<file path="src/core/imch_pkg.sv">
/*
 Constants shared by the idle-mode command handler and its pixel stage.
 Assumes a command decoder upstream that delivers whole bytes on the device clock.
*/
package imch_pkg;
    localparam logic [7:0] IMCH_CMD_IDLE_EXIT = 8'h38;
    localparam logic [7:0] IMCH_CMD_IDLE_ENTRY = 8'h39;
    localparam logic [7:0] IMCH_CMD_READ_DESC = 8'ha1;
    localparam logic IMCH_IDLE_RESET = 1'h0;
    localparam int IMCH_COLOR_BITS = 8;
    localparam int IMCH_READ_BYTES = 2;
    localparam logic [7:0] IMCH_SUPPLIER_ID_DEFAULT = 8'h5a;
    localparam logic [7:0] IMCH_MODEL_REV_DEFAULT = 8'h01;
    typedef enum logic [1:0] {IMCH_IDLE_S, IMCH_RD_FIRST_S, IMCH_RD_SECOND_S} imch_state_e;
endpackage : imch_pkg

</file>
<file path="src/core/imch_pix_if.sv">
/*
 Interface carrying the idle flag and frame tick to the pixel stage.
 Assumes both ends share CLOCK_I.
*/
`timescale 1ns/1ps
`default_nettype none
interface imch_pix_if;
    logic idle_mode;
    logic frame_start;
    modport ctrl (output idle_mode, output frame_start);
    modport pix (input idle_mode, input frame_start);
endinterface : imch_pix_if
`default_nettype wire

</file>
<file path="src/core/imch_pixel_stage.sv">
/*
 Pixel path stage: full colour or MSB-only eight-colour output.
 Assumes the idle flag and frame tick arrive on the same clock.
*/
`timescale 1ns/1ps
`default_nettype none
module imch_pixel_stage #(
    parameter int CW = imch_pkg::IMCH_COLOR_BITS
) (
    input wire logic clock_i,
    input wire logic srst_i,
    imch_pix_if.pix ctl,
    input wire logic [3*CW-1:0] pix_i,
    input wire logic pix_valid_i,
    output logic [3*CW-1:0] pix_o,
    output logic pix_valid_o,
    output logic idle_active_o
);
    logic idle_active_reg;
    logic idle_active_next;
    logic [3*CW-1:0] pix_reg;
    logic [3*CW-1:0] pix_next;
    logic valid_reg;
    logic valid_next;
    logic [3*CW-1:0] pix_mask;

    // keep only the msb of each component
    generate
        for (genvar c = 0; c < 3; c++)
        begin : g_comp
            assign pix_mask[c*CW +: CW] = {pix_i[c*CW+CW-1], {(CW-1){1'b0}}};
        end
    endgenerate

    always_comb
    begin
        idle_active_next = idle_active_reg;
        // change only on a frame boundary so no frame is half reduced
        if (ctl.frame_start)
        begin
            idle_active_next = ctl.idle_mode;
        end
        valid_next = pix_valid_i;
        pix_next = pix_reg;
        if (pix_valid_i)
        begin
            // stored frame data is never touched, only this copy
            pix_next = idle_active_next ? pix_mask : pix_i;
        end
    end

    always_ff @(posedge clock_i)
    begin
        if (srst_i)
        begin
            idle_active_reg <= imch_pkg::IMCH_IDLE_RESET;
            pix_reg <= '0;
            valid_reg <= 1'b0;
        end
        else
        begin
            idle_active_reg <= idle_active_next;
            pix_reg <= pix_next;
            valid_reg <= valid_next;
        end
    end

    assign pix_o = pix_reg;
    assign pix_valid_o = valid_reg;
    assign idle_active_o = idle_active_reg;

    chk_msb_only: assert property (@(posedge clock_i) disable iff (srst_i)
        (pix_valid_i && idle_active_next) |=> (pix_o[CW-2:0] == '0))
        else $error("idle pixel kept low bits");
    chk_full_depth: assert property (@(posedge clock_i) disable iff (srst_i)
        (pix_valid_i && !idle_active_next) |=> (pix_o == $past(pix_i)))
        else $error("full colour pixel altered");
    chk_frame_switch: assert property (@(posedge clock_i) disable iff (srst_i)
        (!ctl.frame_start) |=> $stable(idle_active_reg))
        else $error("idle view changed mid frame");
endmodule : imch_pixel_stage
`default_nettype wire

</file>
<file path="src/core/imch_top.sv">
/*
 Idle-mode command handler: decodes idle entry/exit and the
 identification read, and drives the pixel stage.
 Assumes command bytes already framed by the serial port logic, on CLOCK_I.
*/
`timescale 1ns/1ps
`default_nettype none
module imch_top #(
    parameter logic [7:0] SUPPLIER_ID = imch_pkg::IMCH_SUPPLIER_ID_DEFAULT, // arbitrary value
    parameter logic [7:0] MODEL_REV = imch_pkg::IMCH_MODEL_REV_DEFAULT, // arbitrary value
    parameter int CW = imch_pkg::IMCH_COLOR_BITS
) (
    // clock and reset
    input wire logic CLOCK_I,
    input wire logic SRST_I,
    // command byte stream
    input wire logic CMD_VALID_I,
    input wire logic [7:0] CMD_BYTE_I,
    input wire logic SW_RESET_I,
    input wire logic SLEEP_I,
    // read-back bytes
    input wire logic RD_READY_I,
    output logic RD_VALID_O,
    output logic [7:0] RD_BYTE_O,
    // frame timing
    input wire logic FRAME_START_I,
    output logic IDLE_RATE_SEL_O,
    // pixel path
    input wire logic PIX_VALID_I,
    input wire logic [3*CW-1:0] PIX_I,
    output logic PIX_VALID_O,
    output logic [3*CW-1:0] PIX_O,
    output logic IDLE_MODE_O
);
    logic idle_reg;
    logic idle_next;
    imch_pkg::imch_state_e state_reg;
    imch_pkg::imch_state_e state_next;
    logic [7:0] rd_byte_reg;
    logic [7:0] rd_byte_next;
    logic rd_valid_reg;
    logic rd_valid_next;
    logic idle_active;
    imch_pix_if pif ();

    function automatic logic is_cmd(input logic v, input logic [7:0] b, input logic [7:0] c);
        is_cmd = v && (b == c);
    endfunction : is_cmd

    always_comb
    begin
        idle_next = idle_reg;
        state_next = state_reg;
        rd_byte_next = rd_byte_reg;
        rd_valid_next = rd_valid_reg;
        // sleep plays no part in acceptance
        if (is_cmd(CMD_VALID_I, CMD_BYTE_I, imch_pkg::IMCH_CMD_IDLE_EXIT))
        begin
            idle_next = 1'b0;
        end
        else if (is_cmd(CMD_VALID_I, CMD_BYTE_I, imch_pkg::IMCH_CMD_IDLE_ENTRY))
        begin
            idle_next = 1'b1;
        end
        case (state_reg)
            imch_pkg::IMCH_IDLE_S:
            begin
                if (is_cmd(CMD_VALID_I, CMD_BYTE_I, imch_pkg::IMCH_CMD_READ_DESC))
                begin
                    state_next = imch_pkg::IMCH_RD_FIRST_S;
                    rd_byte_next = SUPPLIER_ID;
                    rd_valid_next = 1'b1;
                end
            end
            imch_pkg::IMCH_RD_FIRST_S:
            begin
                if (RD_READY_I)
                begin
                    state_next = imch_pkg::IMCH_RD_SECOND_S;
                    rd_byte_next = MODEL_REV;
                end
            end
            imch_pkg::IMCH_RD_SECOND_S:
            begin
                if (RD_READY_I)
                begin
                    state_next = imch_pkg::IMCH_IDLE_S;
                    rd_valid_next = 1'b0;
                end
            end
            default:
            begin
                state_next = imch_pkg::IMCH_IDLE_S;
                rd_valid_next = 1'b0;
            end
        endcase
        // software reset in the same cycle as a command wins
        if (SW_RESET_I)
        begin
            idle_next = imch_pkg::IMCH_IDLE_RESET;
            state_next = imch_pkg::IMCH_IDLE_S;
            rd_byte_next = 8'h00;
            rd_valid_next = 1'b0;
        end
    end

    always_ff @(posedge CLOCK_I)
    begin
        if (SRST_I)
        begin
            idle_reg <= imch_pkg::IMCH_IDLE_RESET;
            state_reg <= imch_pkg::IMCH_IDLE_S;
            rd_byte_reg <= 8'h00;
            rd_valid_reg <= 1'b0;
        end
        else
        begin
            idle_reg <= idle_next;
            state_reg <= state_next;
            rd_byte_reg <= rd_byte_next;
            rd_valid_reg <= rd_valid_next;
        end
    end

    assign pif.idle_mode = idle_reg;
    assign pif.frame_start = FRAME_START_I;

    imch_pixel_stage #(
        .CW(CW)
    ) u_pix (
        .clock_i(CLOCK_I),
        .srst_i(SRST_I | SW_RESET_I),
        .ctl(pif),
        .pix_i(PIX_I),
        .pix_valid_i(PIX_VALID_I),
        .pix_o(PIX_O),
        .pix_valid_o(PIX_VALID_O),
        .idle_active_o(idle_active)
    );

    assign RD_VALID_O = rd_valid_reg;
    assign RD_BYTE_O = rd_byte_reg;
    assign IDLE_MODE_O = idle_reg;
    // idle frame rate only when the panel view is reduced
    assign IDLE_RATE_SEL_O = idle_active;

    chk_exit_clears: assert property (@(posedge CLOCK_I) disable iff (SRST_I)
        is_cmd(CMD_VALID_I, CMD_BYTE_I, imch_pkg::IMCH_CMD_IDLE_EXIT) |=> !IDLE_MODE_O)
        else $error("idle exit not taken");
    chk_entry_sets: assert property (@(posedge CLOCK_I) disable iff (SRST_I)
        (is_cmd(CMD_VALID_I, CMD_BYTE_I, imch_pkg::IMCH_CMD_IDLE_ENTRY) && !SW_RESET_I)
        |=> IDLE_MODE_O)
        else $error("idle entry not taken");
    chk_exit_noop: assert property (@(posedge CLOCK_I) disable iff (SRST_I)
        (!IDLE_MODE_O && is_cmd(CMD_VALID_I, CMD_BYTE_I, imch_pkg::IMCH_CMD_IDLE_EXIT)
        && state_reg == imch_pkg::IMCH_IDLE_S) |=> (!IDLE_MODE_O && !RD_VALID_O))
        else $error("exit changed state");
    chk_entry_noop: assert property (@(posedge CLOCK_I) disable iff (SRST_I)
        (IDLE_MODE_O && !SW_RESET_I && state_reg == imch_pkg::IMCH_IDLE_S
        && is_cmd(CMD_VALID_I, CMD_BYTE_I, imch_pkg::IMCH_CMD_IDLE_ENTRY))
        |=> (IDLE_MODE_O && !RD_VALID_O))
        else $error("entry changed state");
    chk_reset_off: assert property (@(posedge CLOCK_I)
        (SRST_I || SW_RESET_I) |=> !IDLE_MODE_O)
        else $error("idle on after reset");
    chk_sleep_accept: assert property (@(posedge CLOCK_I) disable iff (SRST_I)
        (SLEEP_I && !SW_RESET_I
        && is_cmd(CMD_VALID_I, CMD_BYTE_I, imch_pkg::IMCH_CMD_IDLE_ENTRY)) |=> IDLE_MODE_O)
        else $error("command refused in sleep");
    chk_read_pair: assert property (@(posedge CLOCK_I) disable iff (SRST_I || SW_RESET_I)
        (state_reg == imch_pkg::IMCH_IDLE_S
        && is_cmd(CMD_VALID_I, CMD_BYTE_I, imch_pkg::IMCH_CMD_READ_DESC))
        |=> (RD_VALID_O && RD_BYTE_O == SUPPLIER_ID))
        else $error("first id byte wrong");
    chk_read_second: assert property (@(posedge CLOCK_I) disable iff (SRST_I || SW_RESET_I)
        (state_reg == imch_pkg::IMCH_RD_FIRST_S && RD_READY_I)
        |=> (RD_VALID_O && RD_BYTE_O == MODEL_REV))
        else $error("second id byte wrong");
    // read-back bytes stand until taken, then the read ends
    chk_read_hold: assert property (@(posedge CLOCK_I) disable iff (SRST_I)
        (state_reg == imch_pkg::IMCH_RD_FIRST_S && !RD_READY_I && !SW_RESET_I)
        |=> (RD_VALID_O && RD_BYTE_O == SUPPLIER_ID))
        else $error("first id byte did not stand");
    chk_read_done: assert property (@(posedge CLOCK_I) disable iff (SRST_I)
        (state_reg == imch_pkg::IMCH_RD_SECOND_S && RD_READY_I)
        |=> !RD_VALID_O)
        else $error("read did not end after two bytes");
    chk_read_sleep: assert property (@(posedge CLOCK_I) disable iff (SRST_I)
        (SLEEP_I && !SW_RESET_I && state_reg == imch_pkg::IMCH_IDLE_S
        && is_cmd(CMD_VALID_I, CMD_BYTE_I, imch_pkg::IMCH_CMD_READ_DESC)) |=> RD_VALID_O)
        else $error("read refused in sleep");
    // panel rate follows the commanded mode from the next frame on
    chk_rate_follows: assert property (@(posedge CLOCK_I) disable iff (SRST_I)
        (FRAME_START_I && !SW_RESET_I) |=> (IDLE_RATE_SEL_O == $past(IDLE_MODE_O)))
        else $error("frame rate not following idle mode");
    chk_rate_frame_only: assert property (@(posedge CLOCK_I)
        disable iff (SRST_I || SW_RESET_I) !FRAME_START_I |=> $stable(IDLE_RATE_SEL_O))
        else $error("frame rate changed mid frame");

    cov_enter: cover property (@(posedge CLOCK_I) $rose(IDLE_MODE_O));
    cov_exit: cover property (@(posedge CLOCK_I) $fell(IDLE_MODE_O));
    cov_read: cover property (@(posedge CLOCK_I)
        state_reg == imch_pkg::IMCH_RD_SECOND_S && RD_READY_I);
    cov_sleep_cmd: cover property (@(posedge CLOCK_I)
        SLEEP_I && is_cmd(CMD_VALID_I, CMD_BYTE_I, imch_pkg::IMCH_CMD_IDLE_ENTRY));
    cov_sw_override: cover property (@(posedge CLOCK_I)
        SW_RESET_I && is_cmd(CMD_VALID_I, CMD_BYTE_I, imch_pkg::IMCH_CMD_IDLE_ENTRY));
endmodule : imch_top
`default_nettype wire

</file>
<file path="config.mk">
export PLATFORM = sky130hd
export DESIGN_NAME = imch_top
export DESIGN_NICKNAME = d
export VERILOG_FILES = /design/src/core/imch_pkg.sv /design/src/core/imch_pix_if.sv /design/src/core/imch_pixel_stage.sv /design/src/core/imch_top.sv
export SDC_FILE = /design/constraint.sdc
export NUM_CORES = 1
export LEC_CHECK = 0
export BUFFER_PORTS_ARGS = -buffer_cell sky130_fd_sc_hd__buf_2
export CAP_MARGIN = 20
export CORE_MARGIN = 5
export CORE_UTILIZATION = 25
export CTS_CLUSTER_SIZE = 28
export DETAILED_ROUTE_END_ITERATION = 16
export PLACE_DENSITY = 0.63
export SETUP_SLACK_MARGIN = 0.4
export SLEW_MARGIN = 20
export SYNTH_ARGS = -nofsm -noshare
export SYNTH_HDL_FRONTEND = slang
export SYNTH_SLANG_ARGS = --single-unit
</file>
<file path="constraint.sdc">
create_clock -name CLOCK_I -period 1.3 [get_ports CLOCK_I]
set_input_delay 0.26 -clock CLOCK_I [delete_from_list [all_inputs] [get_ports CLOCK_I]]
set_output_delay 0.26 -clock CLOCK_I [all_outputs]
set_load 0.01 [all_outputs]
</file>
==> flow_metrics.tcl, run 1 <==
set metrics [dict create \
    cts.path.max_buffers 2 \
    final_cell_area_sq_um 2410 \
    portBuffers 71 \
    layout_setup_ws_ns 0.191 \
    floorplan.core_area_sq_um 5110 \
    gr-total-overflow 0 \
    crit_path_end_kind "flip-flop" \
    crit_type "flip-flop to flip-flop" \
    placed_cells 277 \
    dr.first_iter.drc_count 34 \
    cts_buffers 5 \
    cts_num_sinks 32 \
    path_max_fanout 4 \
    report.final.hold_viol_count 0 \
    final_core_utilization_pct 47.3 \
    fmax_mhz 902 \
    regToRegEndpoint "RD_BYTE_O[0]" \
    slew_viol_final 0 \
    fp-row-count 26 \
    final.period_utilization_pct 85.3 \
    wire_length_of_the_first_global_routing_pass_um 6730 \
    worstPathArrival_ns 1.28 \
    synth_enable_flop_cells 0 \
    yosysWarnings 0 \
    nets 280 \
    netlist.top_cell.by_area "sky130_fd_sc_hd__dfxtp_1" \
    drt_pass1_iterations 3 \
    power_density_cells_nw_per_um2 886 \
    grt_pass1_vias 1365 \
    max_cap_viol_count 0 \
    setup_total_negative_slack_ns 0 \
    total_power_mw 2.14 \
    start_util_pct 25.7 \
    crit-reg2reg-launch "state_reg[1]" \
    timing.final.setup_violations 0 \
    timing.clock.skew_ns 0.00477 \
    die_w_um 82.4 \
    pin_count_of_the_biggest_net_entering_global_routing 23 \
    routedWlPerCell_um 13.8 \
    synth_top_area_share_pct 48.9 \
    reg2regPathDepth 3 \
    grt.total_usage_pct 13.3 \
    antenna_violation_net_count_after_detailed_routing 0 \
    place_congestion 0.682 \
    hold-path-endpoint "u_pix.pix_o[7]" \
    route.detailed.vias_per_inst 4.43 \
    boundaryPins 76 \
    synth_seq_cells 32 \
    worst_skew_pair.late_latency_ns 0.28 \
    yosysUniqueCellTypes 27 \
    tritoncts_clock_tree "built" \
    antenna_cells_inserted 0 \
    p_leak_nw 1.13 \
    stdcell_count 311 \
    area_growth_from_synthesis_to_layout_pct 84.1 \
    floorplan.die_area_sq_um 6790 \
    cell_count_after_synthesis 146 \
    vias_post_dr 1377 \
    drive_above_1_share_pct 67.6 \
    drcViolationCount 0 \
    hold_start "PIX_I[7]" \
    detailed_place.area_sq_um 1750 \
    regToRegSetupSlack_ns 0.19 \
    synthTopCellsByCount "32 x sky130_fd_sc_hd__dfxtp_1, 26 x sky130_fd_sc_hd__nand2_1, 26 x sky130_fd_sc_hd__nor2_1" \
    synth_ff_type "sky130_fd_sc_hd__dfxtp_1" \
    syn-mean-instance-area_sq_um 8.98 \
    critical_path.startpoint_type "flip-flop" \
    post-synth-top-count-cell "sky130_fd_sc_hd__dfxtp_1" \
    max-vdd-ir-drop_uv 324 \
    ctsRootBufferMaster "sky130_fd_sc_hd__clkbuf_8" \
    dpl_worst_slack_ns 0.102 \
    place_hpwl_um 2470 \
    worst_hold_path_type "input port to flip-flop" \
    cts_hold_buffers 0 \
    unrepaired_setup_endpoints_after_global_routing "yes" \
    whs_path_depth 3 \
    synth.area.top_cells "sky130_fd_sc_hd__dfxtp_1 49%, sky130_fd_sc_hd__a2bb2oi_1 14%, sky130_fd_sc_hd__nand2_1 7.4%" \
    outcome "complete, no violations" \
    largest_register_ff_count 24 \
    antenna_found_initial 0 \
    clk_pin_slew_ns 0.06 \
    htree_num_levels 2 \
    crit_required_ns 1.47 \
    synth_seq_area_share_pct 48.9 \
    postRouteWirelength_um 4300 \
    vertical_die_dimension_um 82.4 \
    min_cycle_time_layout_ns 1.11 \
    async_reset_ff_share_pct 0 \
    netlist_area_sq_um 1310 \
    hold_slack_ns 0.217 \
]
-- layer usage --
layer  vias to the layer above  wire length [um]  global-route usage (%)  part of all wire (%)
met3                         7               347                    4.66                   8.1
met4                         0                55                    4.49                   1.3
met5                         -                 0                       0                     0
met1                       639              1780                    15.6                    41
met2                        49              2120                    22.4                    49
li1                        682                 -                       -                     -
-- cells in the final DEF, fill, tap and decap left out, drive strengths merged, types with 2 or more instances in the layout --
cell / n
buf: 98
nor4b: 2
dfxtp: 32
conb: 3
clkbuf: 8
a21oi: 4
a2bb2oi: 21
mux2: 4
nor2: 27
mux2i: 4
nand2: 26
-- report_power, final --
group / switching, mW / internal, mW
Combinational: 0.147 / 0.194
Clock: 0.347 / 0.431
Sequential: 0.0176 / 1.00
Total: 0.511 / 1.63
-- critical path: stages (launching register included) --
cell	delay, ns
sky130_fd_sc_hd__dfxtp_4	0.35
sky130_fd_sc_hd__nor4b_4	0.25
sky130_fd_sc_hd__nand4_1	0.21
sky130_fd_sc_hd__and3_1	0.20
-- worst max-delay path by stage --
| stage | from | slack, ns | depth (start not counted) | endpoint |
|---|---|---|---|---|
| after global placement | CMD_BYTE_I[1] | 0.11 | 4 | RD_BYTE_O[0] |
| after global routing | state_reg[1] | 0.11 | 3 | RD_BYTE_O[0] |
| after detailed placement | CMD_BYTE_I[1] | 0.10 | 4 | RD_BYTE_O[0] |
| after CTS | state_reg[1] | 0.21 | 3 | RD_BYTE_O[0] |
| final | state_reg[1] | 0.19 | 3 | RD_BYTE_O[0] |
| after floorplan | u_pix.idle_active_o | 0.29 | 4 | u_pix.pix_o[1] |
-- area by class of cell --
cell class | count | area [sq um]
Fill cell | 483 | 2690
Tap cell | 70 | 87.6
Timing Repair Buffer | 98 | 777
Inverter | 1 | 3.75
Sequential cell | 32 | 688
Clock buffer | 8 | 90.1
Multi-Input combinational cell | 102 | 767
-- cell families (layout without fill, tap and decap cells) --
group	Yosys count	in the layout	synth area share (%)
buffers and inverters	17	107	8.40
and+or+nand+nor	65	65	22.3
other	1	3	0.286
muxes	5	8	4.20
DFF	32	32	48.9
AOI/OAI and AO/OA	26	26	15.9
-- timing repair --
item                       in CTS  in global routing
setup endpoints to repair      59                 60
pin swaps                      16                  8
gates cloned                    3                  0
resized for setup              78                  6
setup buffers                  18                  5
Note: power is estimated with default switching activity, not from simulation.
==> run 2, diff against run 1 <==
- BUFFER_PORTS_ARGS: -buffer_cell sky130_fd_sc_hd__buf_2 -> unset
- CORE_UTILIZATION: 25 -> 54
- DONT_BUFFER_PORTS: unset -> 1
- PLACE_DENSITY: 0.63 -> 0.84
- clock period: 1.3 -> 1 ns (I/O delays scaled with it)
==> flow_metrics.tcl, run 2 (synthesized netlist as in run 1, its figures left out) <==
set metrics [dict create \
    outcome "finished with violations" \
    violations "setup timing" \
    grt_pass1_vias 1062 \
    slew_viol_final 0 \
    crit_path_max_incr_delay_ns 0.35 \
    grt.total_usage_pct 20.5 \
    critPathTopFamily "simple AND/OR/NAND/NOR gates" \
    floorplan.die_area_sq_um 3510 \
    floorplan.core_area_sq_um 2250 \
    largest_register_ff_count 24 \
    crit_path_end_kind "flip-flop" \
    area_growth_from_synthesis_to_layout_pct 25.4 \
    critical_path.startpoint_type "flip-flop" \
    timing.critical_path.depth 3 \
    mostFrequentLayoutCells "26 x sky130_fd_sc_hd__nor2_1, 25 x sky130_fd_sc_hd__nand2_1, 22 x sky130_fd_sc_hd__dfxtp_4" \
    drive_above_1_share_pct 51.0 \
    regToRegSetupSlack_ns -0.12 \
    layout_setup_ws_ns -0.119 \
    cts_buffers 5 \
    tritoncts_clock_tree "built" \
    boundaryPins 76 \
    min_cycle_time_layout_ns 1.12 \
    stdcell_count 175 \
    unrepaired_setup_endpoints_after_global_routing "yes" \
    placed_cells 164 \
    start_util_pct 58.2 \
    place_hpwl_um 2160 \
    routedWlPerCell_um 19.4 \
    dr.first_iter.drc_count 28 \
    wire_length_of_the_first_global_routing_pass_um 5260 \
    worst_hold_path_type "input port to flip-flop" \
    cts_num_sinks 32 \
    path_buf_inv 0 \
    drt_pass1_iterations 4 \
    max-vdd-ir-drop_uv 1190 \
    antenna_cells_inserted 0 \
    final.period_utilization_pct 112 \
    mostFrequentLayoutCell "sky130_fd_sc_hd__nor2_1" \
    timing.final.setup_violations 12 \
    timing.clock.skew_ns 0.0105 \
    sequence_of_cells_on_the_critical_path "nor4b_2, nand4_1, a21oi_1" \
    power_density_cells_nw_per_um2 1380 \
    report.final.hold_viol_count 0 \
    fmax_mhz 894 \
    crit_type "flip-flop to flip-flop" \
    die_w_um 59.3 \
    max_cap_viol_count 0 \
    crit_required_ns 1.24 \
    clk_pin_slew_ns 0.09 \
    whs_path_depth 2 \
    dpl_worst_slack_ns -0.102 \
    worstPathArrival_ns 1.36 \
    detailed_place.area_sq_um 1320 \
    cts.path.max_buffers 2 \
    timing.critical_path.slowest_stage_cell "sky130_fd_sc_hd__dfxtp_2" \
    p_leak_nw 0.642 \
    place_congestion 0.706 \
    reg2regPathDepth 3 \
    gr-total-overflow 0 \
    worst_skew_pair.late_latency_ns 0.33 \
    final_cell_area_sq_um 1640 \
    cts.repair_timing.setup_buffer_count 0 \
    ctsRootBufferMaster "sky130_fd_sc_hd__clkbuf_4" \
    htree_num_levels 2 \
    antenna_violation_net_count_after_detailed_routing 0 \
    portBuffers 0 \
    n_fill_cell 164 \
    fp-row-count 17 \
    final_core_utilization_pct 72.9 \
    route.detailed.vias_per_inst 5.98 \
    pin_count_of_the_biggest_net_entering_global_routing 30 \
    path_max_fanout 5 \
    vertical_die_dimension_um 59.3 \
    postRouteWirelength_um 3390 \
    antenna_found_initial 0 \
    area_of_combinational_cells_with_multiple_inputs_sq_um 773 \
    area.sequential_sq_um 736 \
    nets 186 \
    drcViolationCount 0 \
    vias_post_dr 1047 \
]
run 2: what timing repair did:
action	CTS	global route
gates cloned	3	0
resized for setup	61	13
hold endpoints to repair	1	0
pin swaps	25	3
setup endpoints to repair	64	64
run 2: path summary, 6_finish.rpt:
check	from	end
setup / recovery	state_reg[1]	state_reg[0]
hold / removal	CMD_BYTE_I[0]	IDLE_MODE_O
setup reg to reg	state_reg[1]	state_reg[0]
hold reg to reg	RD_VALID_O	RD_VALID_O
run 2: final cells by class:
type | count | area share [%]
clock buffer | 8 | 3.58
inverter | 1 | 0.228
multi-input combinational | 102 | 47.0
sequential | 32 | 44.7
tap | 28 | 2.13
timing repair buffer | 4 | 2.28
run 2: power breakdown:
group | internal (mW) | switching, mW
combinational | 0.104 | 0.0983
sequential | 1.27 | 0.0416
clock | 0.347 | 0.413
total | 1.72 | 0.552
run 2: worst reg2reg max path, cell delays in order (launching register included):
cell	delay [ns]
sky130_fd_sc_hd__dfxtp_2	0.35
sky130_fd_sc_hd__nor4b_2	0.25
sky130_fd_sc_hd__nand4_1	0.21
sky130_fd_sc_hd__a21oi_1	0.23
run 2: per-layer routing:
metal	part of all wire [%]	wire (um)	track usage (%)	vias up
met5	0	0	0	-
met3	9.3	316	10.0	6
met2	50	1710	34.3	49
met1	39	1310	22.2	499
li1	-	-	-	493
met4	1.6	53	7.44	0
run 2: metrics by stage:
step	TNS, ns	total power, mW	hold slack [ns]
2_1_floorplan	-0.0984	1.54	0.331
3_3_place_gp	-0.0221	1.51	0.341
3_5_place_dp	-0.694	1.52	0.345
4_1_cts	-0.534	2.30	-0.00676
5_1_grt	-1.48	2.37	0.0163
6_report	-0.423	2.27	0.00279
